## src/qlm_pkg.sv

```systemverilog
// Package with mode encodings and timing constants for the quad LIN mode controller
package qlm_pkg;
  localparam int NCH = 4;
  // Device modes, one-hot
  typedef enum logic [4:0] {
    QLM_OFF = 5'h01,
    QLM_LP = 5'h02,
    QLM_NORM = 5'h04,
    QLM_UV = 5'h08,
    QLM_OT = 5'h10
  } qlm_mode_t;
  // Channel sub-modes, one-hot
  typedef enum logic [3:0] {
    QLM_CH_SLEEP = 4'h1,
    QLM_CH_INIT = 4'h2,
    QLM_CH_NORM = 4'h4,
    QLM_CH_FAST = 4'h8
  } qlm_ch_t;
  localparam int CLK_MHZ = 250;
  // Channel initialization period in ns (default figure, no printed value)
  localparam int CH_INIT_NS = 100;
  localparam int CH_INIT_CYC = (CH_INIT_NS * CLK_MHZ + 999) / 1000;
  // Filter delay on the io supply undervoltage detector, ns
  localparam int UV_FILT_NS = 40;
  localparam int UV_FILT_CYC = (UV_FILT_NS * CLK_MHZ + 999) / 1000;
  // Idle timeout for the startup interrupt, us
  localparam int IDLE_TO_US = 1000;
  localparam int IDLE_TO_CYC = IDLE_TO_US * CLK_MHZ;
  localparam logic [4:0] MODE_RST = 5'h01;
endpackage

```

## src/qlm_sync_if.sv

```systemverilog
// Interface carrying synchronised detector levels between modules
`timescale 1ns/1ps
interface qlm_sync_if;
  logic [3:0] raw;
  logic [3:0] synced;
  modport src (input raw, output synced);
  modport dst (input synced, output raw);
endinterface

```

## src/qlm_sync.sv

```systemverilog
// Two-flop synchroniser bank for the analog detector indications
`timescale 1ns/1ps
module qlm_sync #(
  parameter int W = 4
) (
  input wire logic clk, // Device clock
  input wire logic resetn, // Async reset, active low
  qlm_sync_if.src sif // Raw and synced levels
);
  logic [W-1:0] meta_r;
  logic [W-1:0] sync_r;
  // Second flop is the only reader of the first
  always_ff @(posedge clk or negedge resetn) begin
    if (!resetn) begin
      meta_r <= '0;
      sync_r <= '0;
    end else begin
      meta_r <= sif.raw;
      sync_r <= meta_r;
    end
  end
  assign sif.synced = sync_r;
endmodule

```

## src/qlm_chan.sv

```systemverilog
// One LIN channel sub-mode machine
`timescale 1ns/1ps
module qlm_chan #(
  parameter int INIT_CYC = qlm_pkg::CH_INIT_CYC
) (
  input wire logic clk, // Device clock
  input wire logic resetn, // Async reset, active low
  input wire logic run, // Channel controller enabled
  input wire logic sleep_bit, // Sleep request bit
  input wire logic init_bit, // Initialization request bit
  input wire logic fast_bit, // channel_fast_baud_bit
  input wire logic busy, // Frame in progress
  output qlm_pkg::qlm_ch_t sub, // Current sub-mode
  output logic ready, // Frames may be accepted
  output logic abort // Abort pulse on entering init
);
  logic [15:0] cnt_r;
  qlm_pkg::qlm_ch_t nxt;
  // Sub-mode selection; sleep waits for the frame to end
  always_comb begin
    nxt = sub;
    if (sleep_bit) begin
      if (!busy) nxt = qlm_pkg::QLM_CH_SLEEP;
    end else if (init_bit) begin
      nxt = qlm_pkg::QLM_CH_INIT;
    end else if (fast_bit) begin
      nxt = qlm_pkg::QLM_CH_FAST;
    end else begin
      nxt = qlm_pkg::QLM_CH_NORM;
    end
  end
  // State register, held in reset while the controller is off
  always_ff @(posedge clk or negedge resetn) begin
    if (!resetn) begin
      sub <= qlm_pkg::QLM_CH_INIT;
      abort <= 1'b0;
    end else if (!run) begin
      sub <= qlm_pkg::QLM_CH_INIT;
      abort <= 1'b0;
    end else begin
      sub <= nxt;
      abort <= (nxt == qlm_pkg::QLM_CH_INIT) && (sub != qlm_pkg::QLM_CH_INIT);
    end
  end
  // Short settle before frames are accepted in normal or fast
  // Judged on the next sub-mode, so ready drops on the edge the channel leaves
  always_ff @(posedge clk or negedge resetn) begin
    if (!resetn) begin
      cnt_r <= '0;
      ready <= 1'b0;
    end else if (!run || !(nxt == qlm_pkg::QLM_CH_NORM || nxt == qlm_pkg::QLM_CH_FAST)) begin
      cnt_r <= '0;
      ready <= 1'b0;
    end else if (cnt_r < 16'(INIT_CYC)) begin
      cnt_r <= cnt_r + 16'h0001;
      ready <= 1'b0;
    end else begin
      ready <= 1'b1;
    end
  end
  ch_ready_a: assert property (@(posedge clk) disable iff (!resetn)
    ready |-> (sub == qlm_pkg::QLM_CH_NORM || sub == qlm_pkg::QLM_CH_FAST))
    else $error("channel ready outside normal");
  ch_abort_a: assert property (@(posedge clk) disable iff (!resetn)
    abort |-> sub == qlm_pkg::QLM_CH_INIT)
    else $error("abort without init sub-mode");
endmodule

```

## src/qlm_top.sv

```systemverilog
// Device mode controller for the four-channel LIN bridge
`timescale 1ns/1ps
module qlm_top #(
  parameter int NCH = qlm_pkg::NCH,
  parameter int IDLE_CYC = qlm_pkg::IDLE_TO_CYC,
  parameter int UV_CYC = qlm_pkg::UV_FILT_CYC
) (
  input wire logic clk, // Device clock 250 MHz
  input wire logic resetn, // Async power-on reset, active low
  input wire logic battery_supply_sense, // Battery above power-on threshold
  input wire logic battery_off_det, // Battery below power-off threshold
  input wire logic io_supply_sense, // io supply undervoltage detected
  input wire logic ot_det, // Junction above shutdown threshold
  input wire logic low_power_request_bit, // Host low-power request
  input wire logic [NCH-1:0] sleep_bits, // Per-channel sleep bit
  input wire logic [NCH-1:0] init_bits, // Per-channel init bit
  input wire logic [NCH-1:0] channel_fast_baud_bit, // channel_config_reg_one fast bits
  input wire logic [NCH-1:0] frame_busy, // Per-channel frame in progress
  input wire logic [NCH-1:0] tx_request, // Per-channel transmit request
  input wire logic irq_pending, // Other enabled interrupt pending
  input wire logic startup_clear, // Host clears startup interrupt
  input wire logic pll_locked, // PLL lock indication
  input wire logic [NCH-1:0] lin_wake, // Remote LIN wake per channel
  input wire logic spi_wake, // SPI wake request
  output qlm_pkg::qlm_mode_t mode, // Current device mode
  output logic [4*NCH-1:0] ch_sub, // Per-channel one-hot sub-modes
  output logic [NCH-1:0] tx_start, // Frame start granted
  output logic [NCH-1:0] tx_abort, // Abort frame pulse
  output logic [NCH-1:0] bus_drv_en, // LIN driver enable
  output logic [NCH-1:0] pullup_en, // Master pull-up enable
  output logic [NCH-1:0] wake_watch, // Remote wake detection on
  output logic pll_en, // PLL enable
  output logic regs_rst, // Register file reset hold
  output logic spi_access_en, // SPI register access allowed
  output logic startup_interrupt_flag, // Startup interrupt status
  output logic irq_out_n, // Interrupt output, active low
  output logic regulator_inhibit_out_n, // Inhibit pin level
  output logic regulator_inhibit_oe, // Inhibit pin drive enable
  output logic stat_out, // Availability pin level
  output logic stat_oe // Availability pin drive enable
);
  qlm_sync_if sif();
  logic bat_on, bat_off, uv, ot;
  logic [31:0] idle_cnt_r;
  logic [15:0] uv_cnt_r;
  logic all_sleep, any_busy, run;
  logic [NCH-1:0] ready, abort_ch;
  qlm_pkg::qlm_ch_t sub_w [NCH];
  qlm_pkg::qlm_mode_t mode_nxt;

  // Detector levels cross into the clock domain first
  assign sif.raw = {ot_det, io_supply_sense, battery_off_det, battery_supply_sense};
  qlm_sync #(.W(4)) qlm_sync_inst (
    .clk(clk),
    .resetn(resetn),
    .sif(sif)
  );
  assign bat_on = sif.synced[0];
  assign bat_off = sif.synced[1];
  assign uv = sif.synced[2];
  assign ot = sif.synced[3];

  assign all_sleep = &sleep_bits;
  assign any_busy = |frame_busy;
  assign run = (mode == qlm_pkg::QLM_NORM);

  // Independent channel machines
  for (genvar i = 0; i < NCH; i++) begin : g_ch
    qlm_chan qlm_chan_inst (
      .clk(clk),
      .resetn(resetn),
      .run(run),
      .sleep_bit(sleep_bits[i]),
      .init_bit(init_bits[i]),
      .fast_bit(channel_fast_baud_bit[i]),
      .busy(frame_busy[i]),
      .sub(sub_w[i]),
      .ready(ready[i]),
      .abort(abort_ch[i])
    );
  end

  // Filter on io undervoltage so glitches do not drop the mode
  always_ff @(posedge clk or negedge resetn) begin
    if (!resetn) begin
      uv_cnt_r <= '0;
    end else if (!uv || mode != qlm_pkg::QLM_NORM) begin
      uv_cnt_r <= '0;
    end else if (uv_cnt_r <= 16'(UV_CYC)) begin
      uv_cnt_r <= uv_cnt_r + 16'h0001;
    end
  end

  // Startup idle timer runs while the flag is set
  always_ff @(posedge clk or negedge resetn) begin
    if (!resetn) begin
      idle_cnt_r <= '0;
    end else if (mode != qlm_pkg::QLM_NORM || !startup_interrupt_flag) begin
      idle_cnt_r <= '0;
    end else if (idle_cnt_r < 32'(IDLE_CYC)) begin
      idle_cnt_r <= idle_cnt_r + 32'h00000001;
    end
  end

  // Device mode transitions; power-off wins over all else
  always_comb begin
    mode_nxt = mode;
    if (bat_off) begin
      mode_nxt = qlm_pkg::QLM_OFF;
    end else begin
      unique case (mode)
        qlm_pkg::QLM_OFF: if (bat_on) mode_nxt = qlm_pkg::QLM_NORM;
        qlm_pkg::QLM_LP: if ((|lin_wake) || spi_wake) mode_nxt = qlm_pkg::QLM_NORM;
        qlm_pkg::QLM_NORM: begin
          if (ot) begin
            mode_nxt = qlm_pkg::QLM_OT;
          end else if (uv_cnt_r > 16'(UV_CYC)) begin
            mode_nxt = qlm_pkg::QLM_UV;
          end else if (startup_interrupt_flag && idle_cnt_r >= 32'(IDLE_CYC)) begin
            mode_nxt = qlm_pkg::QLM_LP;
          end else if (low_power_request_bit && all_sleep && !any_busy && !irq_pending
                       && !startup_interrupt_flag) begin
            mode_nxt = qlm_pkg::QLM_LP;
          end
        end
        qlm_pkg::QLM_UV: begin
          if (ot) mode_nxt = qlm_pkg::QLM_OT;
          else if (!uv) mode_nxt = qlm_pkg::QLM_NORM;
        end
        qlm_pkg::QLM_OT: if (!ot) mode_nxt = qlm_pkg::QLM_OFF;
        default: mode_nxt = qlm_pkg::QLM_OFF;
      endcase
    end
  end

  always_ff @(posedge clk or negedge resetn) begin
    if (!resetn) begin
      mode <= qlm_pkg::qlm_mode_t'(qlm_pkg::MODE_RST);
    end else begin
      mode <= mode_nxt;
    end
  end

  // Startup flag: set on entry to Normal except from UV, set beats clear
  always_ff @(posedge clk or negedge resetn) begin
    if (!resetn) begin
      startup_interrupt_flag <= 1'b0;
    end else if (mode_nxt == qlm_pkg::QLM_NORM && mode != qlm_pkg::QLM_NORM
                 && mode != qlm_pkg::QLM_UV) begin
      startup_interrupt_flag <= 1'b1;
    end else if (mode_nxt != qlm_pkg::QLM_NORM) begin
      startup_interrupt_flag <= 1'b0;
    end else if (startup_clear) begin
      startup_interrupt_flag <= 1'b0;
    end
  end

  // Per-mode output levels, all registered
  always_ff @(posedge clk or negedge resetn) begin
    if (!resetn) begin
      regs_rst <= 1'b1;
      spi_access_en <= 1'b0;
      pll_en <= 1'b0;
      irq_out_n <= 1'b1;
      regulator_inhibit_out_n <= 1'b0;
      regulator_inhibit_oe <= 1'b0;
      stat_out <= 1'b0;
      stat_oe <= 1'b0;
    end else begin
      regs_rst <= mode_nxt != qlm_pkg::QLM_NORM || (mode != qlm_pkg::QLM_NORM
                  && mode != qlm_pkg::QLM_UV);
      spi_access_en <= mode_nxt == qlm_pkg::QLM_NORM;
      pll_en <= mode_nxt == qlm_pkg::QLM_NORM;
      irq_out_n <= !((startup_interrupt_flag || irq_pending) && mode == qlm_pkg::QLM_NORM);
      regulator_inhibit_out_n <= 1'b0;
      // Inhibit pulled low in Normal only; floats in Low Power and Off
      regulator_inhibit_oe <= mode_nxt == qlm_pkg::QLM_NORM;
      stat_out <= 1'b0;
      stat_oe <= mode_nxt == qlm_pkg::QLM_LP || mode_nxt == qlm_pkg::QLM_UV
                 || mode_nxt == qlm_pkg::QLM_OT;
    end
  end

  // Channel-facing outputs; drivers only while Normal
  always_ff @(posedge clk or negedge resetn) begin
    if (!resetn) begin
      ch_sub <= '0;
      tx_start <= '0;
      tx_abort <= '0;
      bus_drv_en <= '0;
      pullup_en <= '0;
      wake_watch <= '0;
    end else begin
      for (int i = 0; i < NCH; i++) begin
        ch_sub[4*i +: 4] <= sub_w[i];
        tx_start[i] <= run && tx_request[i] && ready[i] && pll_locked;
        tx_abort[i] <= abort_ch[i] || (frame_busy[i] && mode_nxt == qlm_pkg::QLM_OT);
        bus_drv_en[i] <= run && mode_nxt == qlm_pkg::QLM_NORM
                         && sub_w[i] != qlm_pkg::QLM_CH_INIT;
        pullup_en[i] <= mode_nxt == qlm_pkg::QLM_NORM || mode_nxt == qlm_pkg::QLM_LP
                        || mode_nxt == qlm_pkg::QLM_UV;
        wake_watch[i] <= mode_nxt == qlm_pkg::QLM_LP || (run && sub_w[i] == qlm_pkg::QLM_CH_SLEEP);
      end
    end
  end

  // Mode transition checks
  off_exit_a: assert property (@(posedge clk) disable iff (!resetn)
    bat_off |=> mode == qlm_pkg::QLM_OFF)
    else $error("power-off not honoured");
  ot_rel_a: assert property (@(posedge clk) disable iff (!resetn)
    (mode == qlm_pkg::QLM_OT && !ot && !bat_off) |=> mode == qlm_pkg::QLM_OFF)
    else $error("overtemp release missed");
  lp_entry_a: assert property (@(posedge clk) disable iff (!resetn)
    ($past(mode) == qlm_pkg::QLM_NORM && mode == qlm_pkg::QLM_LP) |->
    ($past(low_power_request_bit) && $past(all_sleep) && !$past(any_busy)
     && !$past(irq_pending)) || $past(startup_interrupt_flag))
    else $error("bad low power entry");
  init_set_a: assert property (@(posedge clk) disable iff (!resetn)
    (mode == qlm_pkg::QLM_OFF && bat_on && !bat_off) |=> startup_interrupt_flag ##1 !irq_out_n)
    else $error("startup flag not set");
  norm_entry_a: assert property (@(posedge clk) disable iff (!resetn)
    ((mode != qlm_pkg::QLM_NORM && mode != qlm_pkg::QLM_UV) ##1 (mode == qlm_pkg::QLM_NORM))
    |-> (startup_interrupt_flag && regs_rst))
    else $error("entry to normal without defaults");
  idle_to_a: assert property (@(posedge clk) disable iff (!resetn)
    (mode == qlm_pkg::QLM_NORM && startup_interrupt_flag && idle_cnt_r >= 32'(IDLE_CYC)
     && !bat_off && !ot && uv_cnt_r <= 16'(UV_CYC)) |=> mode == qlm_pkg::QLM_LP)
    else $error("startup timeout missed");
  tx_gate_a: assert property (@(posedge clk) disable iff (!resetn)
    (|tx_start) |-> $past(pll_locked) && $past(run))
    else $error("tx without lock");
  tx_off_a: assert property (@(posedge clk) disable iff (!resetn)
    (mode != qlm_pkg::QLM_NORM) |=> tx_start == '0)
    else $error("frame start outside normal");
  wake_a: assert property (@(posedge clk) disable iff (!resetn)
    (mode == qlm_pkg::QLM_LP && spi_wake && !bat_off) |=> mode == qlm_pkg::QLM_NORM)
    else $error("wake ignored");
  // Per-mode output checks; outputs and mode load on the same edge
  stat_a: assert property (@(posedge clk) disable iff (!resetn)
    stat_oe == (mode == qlm_pkg::QLM_LP || mode == qlm_pkg::QLM_UV || mode == qlm_pkg::QLM_OT))
    else $error("status pin wrong");
  lp_off_a: assert property (@(posedge clk) disable iff (!resetn)
    (mode == qlm_pkg::QLM_LP) |-> !pll_en && !spi_access_en && !regulator_inhibit_oe)
    else $error("low power leaves blocks on");
  lp_regs_a: assert property (@(posedge clk) disable iff (!resetn)
    (mode == qlm_pkg::QLM_LP) |-> regs_rst && wake_watch == '1)
    else $error("low power registers or wake watch wrong");
  norm_spi_a: assert property (@(posedge clk) disable iff (!resetn)
    (mode == qlm_pkg::QLM_NORM) |-> spi_access_en && regulator_inhibit_oe && pll_en)
    else $error("normal mode leaves access off");
  off_quiet_a: assert property (@(posedge clk) disable iff (!resetn)
    (mode == qlm_pkg::QLM_OFF) |-> bus_drv_en == '0 && regs_rst)
    else $error("off mode drives outputs");
  off_drv_a: assert property (@(posedge clk) disable iff (!resetn)
    (mode == qlm_pkg::QLM_OFF) |-> pullup_en == '0 && !pll_en && !spi_access_en)
    else $error("off mode leaves blocks on");
  uv_mode_a: assert property (@(posedge clk) disable iff (!resetn)
    (mode == qlm_pkg::QLM_UV) |-> bus_drv_en == '0 && !spi_access_en)
    else $error("undervoltage mode drives bus");
  ot_mode_a: assert property (@(posedge clk) disable iff (!resetn)
    (mode == qlm_pkg::QLM_OT) |-> bus_drv_en == '0 && pullup_en == '0 && !pll_en)
    else $error("overtemp leaves drivers on");
  ot_abort_a: assert property (@(posedge clk) disable iff (!resetn)
    (mode == qlm_pkg::QLM_NORM && ot && !bat_off && (|frame_busy)) |=> tx_abort != '0)
    else $error("overtemp did not abort frame");
  flag_norm_a: assert property (@(posedge clk) disable iff (!resetn)
    (mode != qlm_pkg::QLM_NORM) |-> !startup_interrupt_flag)
    else $error("startup flag outside normal");
  // Recessive bus while a channel initialises
  for (genvar i = 0; i < NCH; i++) begin : g_chk
    init_recess_a: assert property (@(posedge clk) disable iff (!resetn)
      (ch_sub[4*i +: 4] == qlm_pkg::QLM_CH_INIT) |-> !bus_drv_en[i])
      else $error("bus driven during channel init");
  end
  // Main scenarios
  cv_lp_c: cover property (@(posedge clk) disable iff (!resetn) mode == qlm_pkg::QLM_LP);
  cv_ot_c: cover property (@(posedge clk) disable iff (!resetn) mode == qlm_pkg::QLM_OT);
  cv_uv_c: cover property (@(posedge clk) disable iff (!resetn) mode == qlm_pkg::QLM_UV);
  cv_tx_c: cover property (@(posedge clk) disable iff (!resetn) |tx_start);
  cv_wake_c: cover property (@(posedge clk) disable iff (!resetn)
    (mode == qlm_pkg::QLM_LP) ##1 (mode == qlm_pkg::QLM_NORM));
endmodule

```

## config.mk

```make
export PLATFORM = sky130hd
export DESIGN_NAME = qlm_top
export DESIGN_NICKNAME = d
export VERILOG_FILES = /design/src/qlm_pkg.sv /design/src/qlm_sync_if.sv /design/src/qlm_sync.sv /design/src/qlm_chan.sv /design/src/qlm_top.sv
export SDC_FILE = /design/constraint.sdc
export NUM_CORES = 1
export LEC_CHECK = 0
export BUFFER_PORTS_ARGS = -buffer_cell sky130_fd_sc_hd__buf_2
export CORE_ASPECT_RATIO = 1.5
export CORE_MARGIN = 2
export CORE_UTILIZATION = 53
export DETAILED_ROUTE_END_ITERATION = 6
export MAX_ROUTING_LAYER = met4
export PLACE_DENSITY_LB_ADDON = 0.2
export SLEW_MARGIN = 20
export SYNTH_ARGS = -nofsm -noshare
export SYNTH_HDL_FRONTEND = slang
export SYNTH_HIERARCHICAL = 1
export SYNTH_SLANG_ARGS = --single-unit
```

## constraint.sdc

```tcl
create_clock -name clk -period 1.8 [get_ports clk]
set_input_delay 0.18 -clock clk [delete_from_list [all_inputs] [get_ports clk]]
set_output_delay 0.18 -clock clk [all_outputs]
set_load 0.05 [all_outputs]
```

; ---- Word level (Yosys, flattened, before mapping)
; Cells that the tools add are included.
[word_totals]
register_bits = 187
word_cells = 219
out_inout_bits = 50
[op_classes]
n_eq_ne = 32
add_sub_neg = 6
order_cmp = 8
mux = 58
reduce_logical = 83
[op_table]
columns = operator, count
row1 = 16-bit 2-to-1 mux, 10
row2 = "16-bit by 1-bit adder with 16-bit output, second input constant", 5
row3 = 4-bit 2-to-1 mux, 20
row4 = "16-bit by 5-bit less-than comparator with 1-bit output, second input constant", 4
row5 = 32-bit 2-to-1 mux, 2
row6 = 5-bit 2-to-1 mux, 10
row7 = 1-bit logical AND, 38
row8 = "32-bit by 1-bit adder with 32-bit output, second input constant", 1
row9 = "32-bit by 18-bit >= comparator with 1-bit output, second input constant", 1
row10 = "32-bit by 18-bit less-than comparator with 1-bit output, second input constant", 1
row11 = 1-bit logical OR, 25
row12 = 5-bit one-hot mux with 5 select lines, 1
row13 = "4-bit by 1-bit == test with 1-bit output, second input constant", 4
row14 = "4-bit by 2-bit == test with 1-bit output, second input constant", 4
row15 = "4-bit by 3-bit == test with 1-bit output, second input constant", 4
row16 = "4-bit == test, second input constant", 4
row17 = "16-bit by 4-bit > comparator with 1-bit output, second input constant", 1
row18 = "16-bit by 4-bit less-or-equal comparator with 1-bit output, second input constant", 1
row19 = "4-bit by 2-bit inequality test with 1-bit output, second input constant", 4
row20 = 1-bit 2-to-1 mux, 15
row21 = 2-bit nonzero test, 6
row22 = "5-bit by 2-bit == test with 1-bit output, second input constant", 2
row23 = "5-bit by 3-bit == test with 1-bit output, second input constant", 2
row24 = "5-bit by 4-bit == test with 1-bit output, second input constant", 2
row25 = 8 further kinds, 20

; ---- Longest topological paths before layout
; Gate-level depths: netlist of run 1.
[logic_depth]
depth_word = 15
mapped_depth = 8
mapped_depth_nobuf = 7

; ---- By module
; Netlist of run 1, hierarchy kept.
[modules_own_cells]
columns = module, seq_area_each_um2, area_each_um2, instances, cells_each
row1 = qlm_chan, 551.8, 955.9, 4, 86
row2 = qlm_top, 2280.9, 3818.7, 1, 339
row3 = qlm_sync, 200.2, 200.2, 1, 8

; ---- Worst setup path before layout of run 1
; OpenSTA, ideal clock, no wires.
[synth_timing]
path_type = flip-flop to flip-flop
from = reg mode[1]
to = reg g_ch[0].qlm_chan_inst.cnt_r[13]
setup_ns = 0.067
setup_slack_ns = -0.495
path_stages_with_launch = 8
arrival_ns = 2.228
path_cell_list = dfrtp_1 > clkbuf_1 > nor2_1 > nand3_1 > inv_1 > clkbuf_1 > clkbuf_1 > o2111a_1
[synth_between]
elab_chain_cells = 4
word_cells_on_any_way = 5
[synth_lines]
columns = item, line
row1 = from (decl), qlm_top.sv:25  ; output qlm_pkg::qlm_mode_t mode,
row2 = from (signal assigned), qlm_top.sv:138  ; mode <= qlm_pkg::qlm_mode_t'(qlm_pkg::MODE_RST);
row3 = from (signal assigned), qlm_top.sv:140  ; mode <= mode_nxt;
row4 = 5-bit by 3-bit == test with 1-bit output (*), qlm_top.sv:65  ; assign run = (mode == qlm_pkg::QLM_NORM);
row5 = net run, qlm_top.sv:46  ; logic all_sleep, any_busy, run;
row6 = 1-bit zero test (*), n/a
row7 = 1-bit logical OR (*), qlm_chan.sv:51  ; end else if (!run || !(nxt == qlm_pkg::QLM_CH_NORM || nxt == qlm_pkg::QLM_CH_FAST)) begin
row8 = 16-bit 2-to-1 mux / 2-bit nonzero test (equally long branches), n/a
row9 = to (signal assigned), qlm_chan.sv:55  ; cnt_r <= cnt_r + 16'h0001;
row10 = to (decl), qlm_chan.sv:17  ; logic [15:0] cnt_r;
; Mark *: on every way through the listed nets, which the timed path passes. The rest lies on a longest branch.
; A chain may end at the register's enable or synchronous reset.

; ---- Final worst setup path of run 1
[layout_timing]
from = reg idle_cnt_r[27]
to = reg regs_rst
[layout_between]
elab_chain_cells = 9
[layout_lines]
columns = item, line
row1 = from (decl), qlm_top.sv:44  ; logic [31:0] idle_cnt_r;
row2 = from (signal assigned), qlm_top.sv:101  ; idle_cnt_r <= idle_cnt_r + 32'h00000001;
row3 = 32-bit by 18-bit >= comparator with 1-bit output, qlm_top.sv:119  ; end else if (startup_interrupt_flag && idle_cnt_r >= 32'(IDLE_CYC)) begin
row4 = 1-bit logical AND, qlm_top.sv:119
row5 = 5-bit 2-to-1 mux, qlm_top.sv:119
row6 = 5-bit 2-to-1 mux, qlm_top.sv:117  ; end else if (uv_cnt_r > 16'(UV_CYC)) begin
row7 = 5-bit 2-to-1 mux, qlm_top.sv:115  ; if (ot) begin
row8 = 5-bit one-hot mux with 5 select lines, qlm_top.sv:111  ; unique case (mode)
row9 = 5-bit 2-to-1 mux, qlm_top.sv:108  ; if (bat_off) begin
row10 = 5-bit by 3-bit inequality test with 1-bit output, qlm_top.sv:170  ; regs_rst <= mode_nxt != qlm_pkg::QLM_NORM || (mode != qlm_pkg::QLM_NORM
row11 = 1-bit logical OR, qlm_top.sv:170
row12 = to (signal assigned), qlm_top.sv:170
row13 = to (decl), qlm_top.sv:33  ; output logic regs_rst,
; Every way passes these cells.

==> out/metrics.csv, run 1 <==
stage,metric,value,unit
floorplanning,coreArea,0.0145,sq mm
yosys,syn_avg_cell_area,11.3,sq um
worst_hold_path,hold_path_class,in2reg,
finish,syn_to_final_growth,28.0,%
placement,io_buffers,82,
power_and_ir_drop,ir_drop,0.634,mV
yosys,syn-cell-area,0.00784,sq mm
drt,drtIter0Drc,425,
critical_path,end_kind,flop,
drt,drcViolationCount,0,
yosys,synth.area.top_cells,"dfrtp_1 57%, and3_1 6.1%, nor4_4 3.0%, a21oi_1 2.6%, dfstp_2 2.3%",
job,maxCapViolations,0,
yosys,ys.flop_type,dfrtp_1,
outcome,violations,negative setup slack,
clocking,clock_sinks,187,
drt,wl_per_cell,17.2,um
finish,final_net_count,903,
finish,layout_common_cells,"177 x dfrtp_1, 81 x buf_2, 76 x and3_1",
sta,finClkSkew,12.3,ps
floorplanning,die_area,0.0158,sq mm
critical_path,cp.arrival,2470,ps
floorplanning,ios,85,
yosys,synth_top_area_share,57.4,%
critical_path,critPathKind,reg2reg,
floorplanning,rows,54,
grt,globalRouteTotalUtil,25.1,%
critical_path,crit_fanout,8,
sta,rsz0062_at_grt,true,
clocking,root_buffer,clkbuf_16,
placement,gp_congestion,0.866,
yosys,ys_seq_elements,187,
sta,min_period_over_period,118,%
placement,placed_cells,1015,
finish,design_area,0.0100,sq mm
drt,drt_first_pass_iters,5,
grt,grt_max_degree,54,
drt,via_per_inst,5.74,
clocking,clkLatencyLatePin,430,ps
outcome,status,"complete, but fails checks",
clocking,clk_path_buf_depth,2,
finish,layout_commonest_cell,dfrtp_1,
yosys,synthCells,691,
floorplanning,die_w,103,um
yosys,synth_edf_count,0,
floorplanning,start_util,54.0,%
clocking,cts_made_buffers,17,
sta,finalMaxSlewViolations,0,
clocking,cts_max_level,4,
yosys,ys_async_sr_fraction,100,%
sta,setup_ws,-327,ps
critical_path,crit_path_cell_trace,nor4_4 -> a41oi_1 -> a311o_1 -> o41a_1 -> or3_1,
grt,grt_pass1_vias,6290,
critical_path,cp_slowest_cell,o41a_1,
yosys,ys_warn_count,6,
critical_path,crit_path_start_kind,flop,
yosys,synth_cell_types,56,
finish,multiInputGateArea,0.00312,sq mm
grt,grt_pass1_wl,30100,um
finish,drive_gt1_share,31.8,%
critical_path,cpPeakStageDelay,460,ps
placement,place_area,0.00903,sq mm
placement,hpwl,12700,um
sta,maxSlewHeadroom,42.0,%
yosys,ys_seq_area_share,59.8,%
power_and_ir_drop,power.density,855,mW/mm^2
critical_path,cp.required,2140,ps
sta,fin_crit,2130,ps
yosys,synth_area_leader_cell,dfrtp_1,
clocking,cts_tree,built,
sta,hold_violations,0,
floorplanning,fp.dieH,153,um
drt,vias,6115,
finish,finalNonFillerCells,1066,
sta,worstMarginPinSlew,857,ps
drt,routed_wl,18400,um
finish,register_area,0.00469,sq mm
sta,timing.final.setup_violations,28,
clocking,cts.clk_slew.worst_paths,70,ps
sta,max_freq,470,MHz
power_and_ir_drop,power_leakage,5.06,nW
finish,n_fill_cell,1011,
grt,grt_antenna_before_repair,1,
grt,grt-ovfl-total,0,
drt,antenna_left,0,
[cell families after synthesis]
kind of cell             share of synthesized area, %
AND/OR/NAND/NOR                                  22.4
flip-flops                                       59.8
AO/OA/AOI/OAI                                    10.9
buffers and inverters                            3.45
adder cells (fa/ha/maj)                          1.91
XOR/XNOR                                         1.12
multiplexers                                    0.399
other                                          0.0478
[layout make-up]
type,count,share of cell area (%)
multi-input combinational,440,31.1
antenna,1,0.0249
tap,196,2.44
sequential,187,46.7
inverter,32,1.20
clock inverter,15,1.53
timing repair buffer,178,12.7
clock buffer,17,4.24
[flip-flops by register name, summed over array words and instances, names as in the netlist]
name and flops:
g_ch.qlm_chan_inst/cnt_r 64, idle_cnt_r 32, ch_sub 16, g_ch.qlm_chan_inst/sub 16
uv_cnt_r 16, mode 5, bus_drv_en 4, g_ch.qlm_chan_inst/abort 4
g_ch.qlm_chan_inst/ready 4, qlm_sync_inst/meta_r 4, qlm_sync_inst/sif.synced 4, tx_abort 4
tx_start 4, wake_watch 4, irq_out_n 1, pullup_en 1
regs_rst 1, regulator_inhibit_oe 1, startup_interrupt_flag 1, stat_oe 1
[worst max-delay path: cells and delay by family, from the launching register on]
family,cells,cell delay (ps)
flip-flops,1,410
AND/OR/NAND/NOR,2,710
AO/OA/AOI/OAI,3,940
[synth_stat cells (all sizes together) (6+ instances only)]
cell type / n
dfrtp: 180
and3: 76
nor2: 46
a21oi: 40
inv: 32
nand3: 32
o21ai: 31
nand2: 29
clkbuf: 26
nor4: 19
nor3: 15
or3: 13
ha: 12
o31ai: 11
or4: 11
a31oi: 8
xor2: 8
buf: 7
dfstp: 7
nand4: 7
and2: 6
nand2b: 6
or4b: 6
[what timing repair did]
action                                 in CTS  in global routing
pin swaps                                   8                 11
setup endpoints to repair                  27                 63
hold buffers                               11                  0
gates resized for setup                    14                 43
setup buffers                               2                  6
gates cloned                                0                  0
endpoints found under the hold margin      55                  0
[final timing paths]
check | start | to | slack [ps] | depth (start not counted)
setup / recovery | idle_cnt_r[27] | regs_rst | -330 | 5
hold / removal | channel_fast_baud_bit[1] | g_ch[1].qlm_chan_inst/sub[3] | 20 | 3
setup reg to reg | idle_cnt_r[27] | regs_rst | -330 | 5
hold reg to reg | qlm_sync_inst/meta_r[2] | qlm_sync_inst/sif.synced[2] | 350 | 0
max in group asynchronous | resetn | g_ch[3].qlm_chan_inst/sub[1] | 780 | 3
min in group asynchronous | resetn | g_ch[1].qlm_chan_inst/sub[2] | 280 | 2
[power breakdown]
group | internal (mW) | switching, mW
Clock | 1.97 | 1.72
Sequential | 4.24 | 0.0301
Combinational | 0.204 | 0.427
[stage by stage]
step | hold WS, ps | utilization, % | setup TNS (ps) | setup slack (ps) | power, mW
2_1_floorplan | -116 | - | -96.6 | -96.6 | 4.67
3_5_place_dp | 185 | 62.1 | -3920 | -262 | 4.93
5_1_grt | 43.6 | 69.1 | -7150 | -423 | 8.89
6_report | 17.5 | 69.1 | -4840 | -327 | 8.59
3_3_place_gp | 177 | 62.1 | -2870 | -226 | 4.93
4_1_cts | 15.5 | 67.5 | -3900 | -279 | 8.63
[metal layers]
layer / global-route usage, % / up-vias / part of all wire (%)
met3: 4.07 / 39 / 4.3
li1: - / 2827 / -
met5: - / - / 0
met4: 10.2 / 0 / 3.2
met1: 31.0 / 3040 / 41
met2: 40.7 / 209 / 52
(Power assumes the default switching activity.)
==> inputs of run 2 (changes only) <==
- CORE_UTILIZATION: 53 -> 55
- clock period: 1.8 -> 2.1 ns (I/O delays scaled with it)
==> run 2 against run 1 <==
Effect of this change: the flow still finishes with violations (negative setup slack); first-iteration DRC count decreased by 28%; register-to-register slack better by 290 ps; sequential share of layout area grew 3.1 points; largest power group unchanged; final area down 6.3%; sequential power down 14%; critical path depth is the same; hold slack worse by 5.8 ps; clock-buffer cell count up 1; sequential cell count unchanged; via count shrank 5.8%.
==> out/metrics.csv, run 2 (synthesis gave the netlist of run 1 again) <==
stage,metric,value,unit,change
sta,setup_ws,-40.2,ps,+286 ps
drt,drt_first_pass_iters,5,,unchanged
floorplanning,die_w,102,um,-1.8%
outcome,violations,negative setup slack,,
floorplanning,start_util,56.0,%,+2.1 points
sta,tns,-47.9,ps,+4800 ps
grt,grt_pass1_wl,28100,um,-6.6%
finish,layout_common_cells,"179 x dfrtp_1, 81 x buf_2, 76 x and3_1",,
finish,regMostFlops,g_ch.qlm_chan_inst/cnt_r,,
finish,finalNonFillerCells,1000,,-6.2%
placement,io_buffers,82,,unchanged
critical_path,crit_fanout,7,,-1
critical_path,critPathKind,reg2reg,,
floorplanning,fp.dieH,150,um,-1.8%
worst_hold_path,hold_path_class,in2reg,,
drt,drcViolationCount,0,,unchanged
sta,rsz0062_at_grt,true,,
drt,drtIter0Drc,306,,-28%
floorplanning,rows,53,,-1.9%
sta,min_period_over_period,102,%,-16 points
sta,maxSlewHeadroom,44.6,%,+2.6 points
grt,globalRouteTotalUtil,24.4,%,-0.72 points
placement,gp_congestion,0.869,,+0.29%
critical_path,cp.arrival,2490,ps,+20 ps
finish,n_fill_cell,1042,,+3.1%
finish,register_area,0.00469,sq mm,about the same
finish,multiInputGateArea,0.00298,sq mm,-4.7%
placement,placed_cells,960,,-5.4%
clocking,root_buffer,clkbuf_16,,
clocking,clk_path_buf_depth,2,,unchanged
drt,via_per_inst,5.76,,+0.45%
finish,largestRegisters,"g_ch.qlm_chan_inst/cnt_r: 64 flops, idle_cnt_r: 32 flops",,
finish,antenna_cells,0,,-1
sta,worstMarginPinSlew,819,ps,-38.4 ps
floorplanning,die_area,0.0153,sq mm,-3.5%
floorplanning,ios,85,,unchanged
critical_path,crit_path_start_kind,flop,,
floorplanning,coreArea,0.0140,sq mm,-3.7%
clocking,cts.clk_slew.worst_paths,70,ps,about the same
power_and_ir_drop,power,7.59,mW,-12%
drt,vias,5762,,-5.8%
drt,antenna_left,0,,unchanged
grt,grt_pass1_vias,5672,,-9.8%
clocking,cts_tree,built,,
sta,finClkSkew,10.4,ps,-1.81 ps
grt,grt-ovfl-total,0,,unchanged
job,maxCapViolations,0,,unchanged
finish,largest_reg_flops,64,,unchanged
critical_path,r2r.worst_path.cells,5,,unchanged
placement,hpwl,12000,um,-5.8%
critical_path,end_kind,flop,,
finish,final_util,67.2,%,-1.9 points
critical_path,cp.required,2450,ps,+310 ps
grt,grt_antenna_before_repair,0,,-1
clocking,cts_max_level,4,,unchanged
drt,routed_wl,17000,um,-7.4%
sta,hold_ws,11.7,ps,-5.80 ps
power_and_ir_drop,ir_drop,0.562,mV,-11%
sta,finalMaxSlewViolations,0,,unchanged
finish,drive_gt1_share,23.4,%,-8.4 points
sta,timing.final.setup_violations,3,,-89%
drt,wl_per_cell,17.0,um,-1.2%
sta,max_freq,467,MHz,-0.63%
power_and_ir_drop,power_leakage,4.72,nW,-6.6%
grt,grt_max_degree,63,,+17%
finish,final_net_count,842,,-6.8%
clocking,cts_made_buffers,17,,unchanged
sta,hold_violations,0,,unchanged
finish,syn_to_final_growth,19.9,%,
outcome,status,"complete, but fails checks",,
clocking,clkLatencyLatePin,430,ps,about the same
worst_hold_path,min_delay_path_depth,2,,-1
finish,layout_commonest_cell,dfrtp_1,,
clocking,clock_sinks,187,,unchanged
sta,fin_crit,2140,ps,+13.6 ps
power_and_ir_drop,power.density,807,mW/mm^2,-5.6%
## run 2: what timing repair did
action,CTS,global route
hold endpoints to repair,44,0
pin swaps,3,3
hold buffers,7,0
endpoints found under the setup margin,6,54
gates resized for setup,2,17
setup buffers,1,0
## run 2: worst max-delay path: stages (launching register included)
cell     delay [ps]
dfrtp_1         410
nor4_4          360
a41oi_2         150
a311o_1         330
o41a_1          440
or3_1           360
## run 2: layer usage
| layer | track usage [%] | part of all wire, % | vias up |
|---|---|---|---|
| li1 | - | - | 2723 |
| met1 | 31.9 | 42 | 2873 |
| met2 | 38.3 | 51 | 144 |
| met3 | 5.80 | 4.7 | 22 |
| met4 | 6.62 | 1.9 | 0 |
| met5 | - | 0 | - |
## run 2: worst paths after layout
| path | from | endpoint | slack [ps] |
|---|---|---|---|
| setup reg to reg | idle_cnt_r[19] | regs_rst | -40 |
| hold / removal | tx_request[0] | tx_start[0] | 10 |
| hold reg to reg | qlm_sync_inst/meta_r[3] | qlm_sync_inst/sif.synced[3] | 350 |
| min in group asynchronous | resetn | g_ch[1].qlm_chan_inst/cnt_r[2] | 250 |
| max in group asynchronous | resetn | g_ch[3].qlm_chan_inst/sub[1] | 1120 |
| setup / recovery | idle_cnt_r[19] | regs_rst | -40 |
## run 2: power by group
part / internal, mW / switching, mW / leakage [nW]
Clock: 2.03 / 1.43 / 0.314
Combinational: 0.127 / 0.335 / 1.86
Sequential: 3.63 / 0.0366 / 2.55
## run 2: per-stage QoR
stage | setup WS, ps | instance area, sq um
3_3_place_gp | -47.6 | 8590
6_report | -40.2 | 9400
4_1_cts | -14.9 | 9310
3_5_place_dp | -105 | 8590
5_1_grt | -138 | 9400
2_1_floorplan | 58.5 | 7850
## run 2: cell type report
cell class | instances | share of cell area, %
Inverter | 32 | 1.28
Timing Repair Buffer | 117 | 7.89
Multi-Input combinational cell | 440 | 31.6
Clock buffer | 18 | 4.56
Sequential cell | 187 | 49.9
Clock inverter | 14 | 2.18
Tap cell | 192 | 2.56
==> inputs of run 3 (changes only) <==
- CORE_UTILIZATION: 55 -> 42
- REMOVE_ABC_BUFFERS: unset -> 1
- clock period: 2.1 -> 1.9 ns (I/O delays scaled with it)
==> run 3 against run 2 <==
Effect of this change: the run still ends with negative setup slack left; utilization decreased by 13 points; first-iteration DRC count rose by 22%; power grew 8.7%; die area rose by 30%; sequential share of layout area decreased by 2.5 points; hold slack better by 28 ps; combinational power up 25%; global-route usage fell by 4.3 points; sequential power is 10% higher; clock-buffer cell count increased by 4; clock power grew 5%; sequential cell count unchanged; critical endpoint is now idle_cnt_r[15]; largest cell class unchanged; highest routed layer unchanged.
==> out/metrics.csv, run 3 (synthesis gave the netlist of run 1 again) <==
stage,metric,value,unit,change
drt,drt_first_pass_iters,4,,-1
sta,tns,-2680,ps,-2630 ps
critical_path,r2r_start,idle_cnt_r[18],,
outcome,status,"complete, but fails checks",,
power_and_ir_drop,power.density,834,mW/mm^2,+3.3%
drt,wl_per_cell,16.5,um,-3.0%
sta,fin_crit,2110,ps,-32.7 ps
clocking,cts.clk_slew.worst_paths,70,ps,about the same
power_and_ir_drop,ir_drop,0.531,mV,-5.4%
finish,regMostFlops,g_ch.qlm_chan_inst/cnt_r,,
grt,grt_max_degree,60,,-4.8%
clocking,cts_tree,built,,
finish,largest_reg_flops,64,,unchanged
floorplanning,die_area,0.0198,sq mm,+30%
clocking,cts_made_buffers,17,,unchanged
clocking,clk_path_buf_depth,2,,unchanged
critical_path,cp.required,2250,ps,-200 ps
drt,antenna_left,0,,unchanged
grt,grt_pass1_wl,30300,um,+7.7%
critical_path,cp_slowest_cell,or4_1,,
sta,worstMarginPinSlew,589,ps,-229 ps
grt,grt-ovfl-total,0,,unchanged
floorplanning,ios,85,,unchanged
critical_path,cpPeakStageDelay,520,ps,+80 ps
clocking,root_buffer,clkbuf_16,,
critical_path,cp.arrival,2450,ps,-40 ps
critical_path,end_kind,flop,,
placement,hpwl,13000,um,+9.0%
drt,via_per_inst,5.33,,-7.4%
worst_hold_path,hold_path_class,in2reg,,
outcome,violations,negative setup slack,,
finish,n_fill_cell,1566,,+50%
critical_path,critPathKind,reg2reg,,
sta,maxSlewHeadroom,60.7,%,+16 points
critical_path,crit_path_start_kind,flop,,
placement,gp_congestion,0.846,,-2.6%
worst_hold_path,hold_end,g_ch[0].qlm_chan_inst/sub[3],,
worst_hold_path,hp-start,channel_fast_baud_bit[0],,
drt,drcViolationCount,0,,unchanged
sta,min_period_over_period,111,%,+9.0 points
critical_path,r2r_end,idle_cnt_r[15],,
critical_path,reg2reg_slack,-210,ps,-170 ps
power_and_ir_drop,power_leakage,4.95,nW,+4.9%
finish,layout_commonest_cell,dfrtp_1,,
sta,rsz0062_at_grt,true,,
drt,routed_wl,18300,um,+7.5%
drt,drtIter0Drc,374,,+22%
sta,setup_ws,-207,ps,-167 ps
job,maxCapViolations,0,,unchanged
grt,globalRouteTotalUtil,20.1,%,-4.3 points
power_and_ir_drop,power,8.25,mW,+8.7%
floorplanning,coreArea,0.0184,sq mm,+31%
sta,finClkSkew,8.82,ps,-1.62 ps
clocking,cts_max_level,4,,unchanged
finish,layout_common_cells,"180 x dfrtp_1, 81 x buf_2, 76 x and3_1",,
sta,finalMaxSlewViolations,0,,unchanged
worst_hold_path,min_delay_path_depth,3,,+1
finish,drive_gt1_share,27.8,%,+4.4 points
finish,final_net_count,887,,+5.3%
sta,hold_violations,0,,unchanged
sta,max_freq,475,MHz,+1.6%
sta,timing.final.setup_violations,23,,+20
critical_path,r2r.worst_path.cells,6,,+1
placement,place_ws,-316,ps,-211 ps
finish,syn_to_final_growth,26.1,%,
floorplanning,fp.dieH,171,um,+14%
floorplanning,die_w,116,um,+14%
clocking,clock_sinks,187,,unchanged
critical_path,crit_fanout,4,,-3
grt,grt_pass1_vias,6075,,+7.1%
clocking,clkLatencyLatePin,430,ps,about the same
critical_path,crit_path_cell_trace,nor4_4 -> buf_4 -> nand4_1 -> a211o_1 -> or4_1 -> a21oi_2,,
grt,grt_antenna_before_repair,4,,+4
floorplanning,start_util,42.6,%,-13 points
placement,io_buffers,82,,unchanged
finish,largestRegisters,"g_ch.qlm_chan_inst/cnt_r: 64 flops, idle_cnt_r: 32 flops",,
floorplanning,rows,61,,+15%
drt,vias,5916,,+2.7%
## run 3: cell types whose count changed in the layout (fill, tap and decap cells not counted), sizes merged
cell and delta:
diode +4, clkinvlp +3, buf +42, dlygate4sd3 +3, clkbuf +4, bufinv -1
inv -6
## run 3: report_power, final
part	leakage, nW	internal (mW)	switching [mW]
Clock	0.287	2.14	1.48
Sequential	2.55	4.02	0.0328
Combinational	2.11	0.182	0.395
## run 3: critical path, delay by kind of cell, from the launching register on
family                 cells  cell delay [ps]
buffers and inverters      1              170
AOI/OAI and AO/OA          2              490
DFF                        1              410
and+or+nand+nor            3              970
## run 3: layout make-up
type	count	area [sq um]	share of cell area (%)
flip-flops and latches	187	4690	47.4
inverters	32	120	1.21
clock inverters	10	140	1.42
well taps	252	315	3.19
diodes	4	10.0	0.101
repair buffers	162	1140	11.5
clock buffers	22	464	4.69
multi-input cells	440	3020	30.5
## run 3: timing repair
action                                  4_1_cts  5_1_grt
resized for setup                             8       27
hold buffers                                 10        0
endpoints found under the setup margin       27       41
setup buffers                                 3        3
endpoints found under the hold margin        57        0
pin swaps                                     7       10
cloned                                        0        1
## run 3: how the worst max path moves through the flow
stage | from | to | slack, ps | depth (start not counted)
global route | idle_cnt_r[30] | bus_drv_en[0] | -300 | 5
finish | idle_cnt_r[18] | idle_cnt_r[15] | -210 | 6
CTS | idle_cnt_r[30] | regs_rst | -200 | 5
detailed placement | idle_cnt_r[27] | regs_rst | -320 | 5
global placement | idle_cnt_r[27] | regs_rst | -280 | 5
floorplan | mode[2] | idle_cnt_r[10] | -1060 | 4
## run 3: routing by layer
metal  GRT usage, %  wire length (um)
met4           6.76               363
met5              -                 0
met1           23.6              7640
met3           5.07               687
met2           33.4              9600
## run 3: metrics by stage
step,util [%],cell area (sq um),cells,hold WS (ps)
after floorplan,-,7700,659,-106
after global placement,48.8,8980,1056,200
after detailed placement,48.8,8980,1056,219
after CTS,53.0,9740,1101,15.5
after global routing,53.8,9890,1109,36.3
final,53.8,9890,1109,39.5
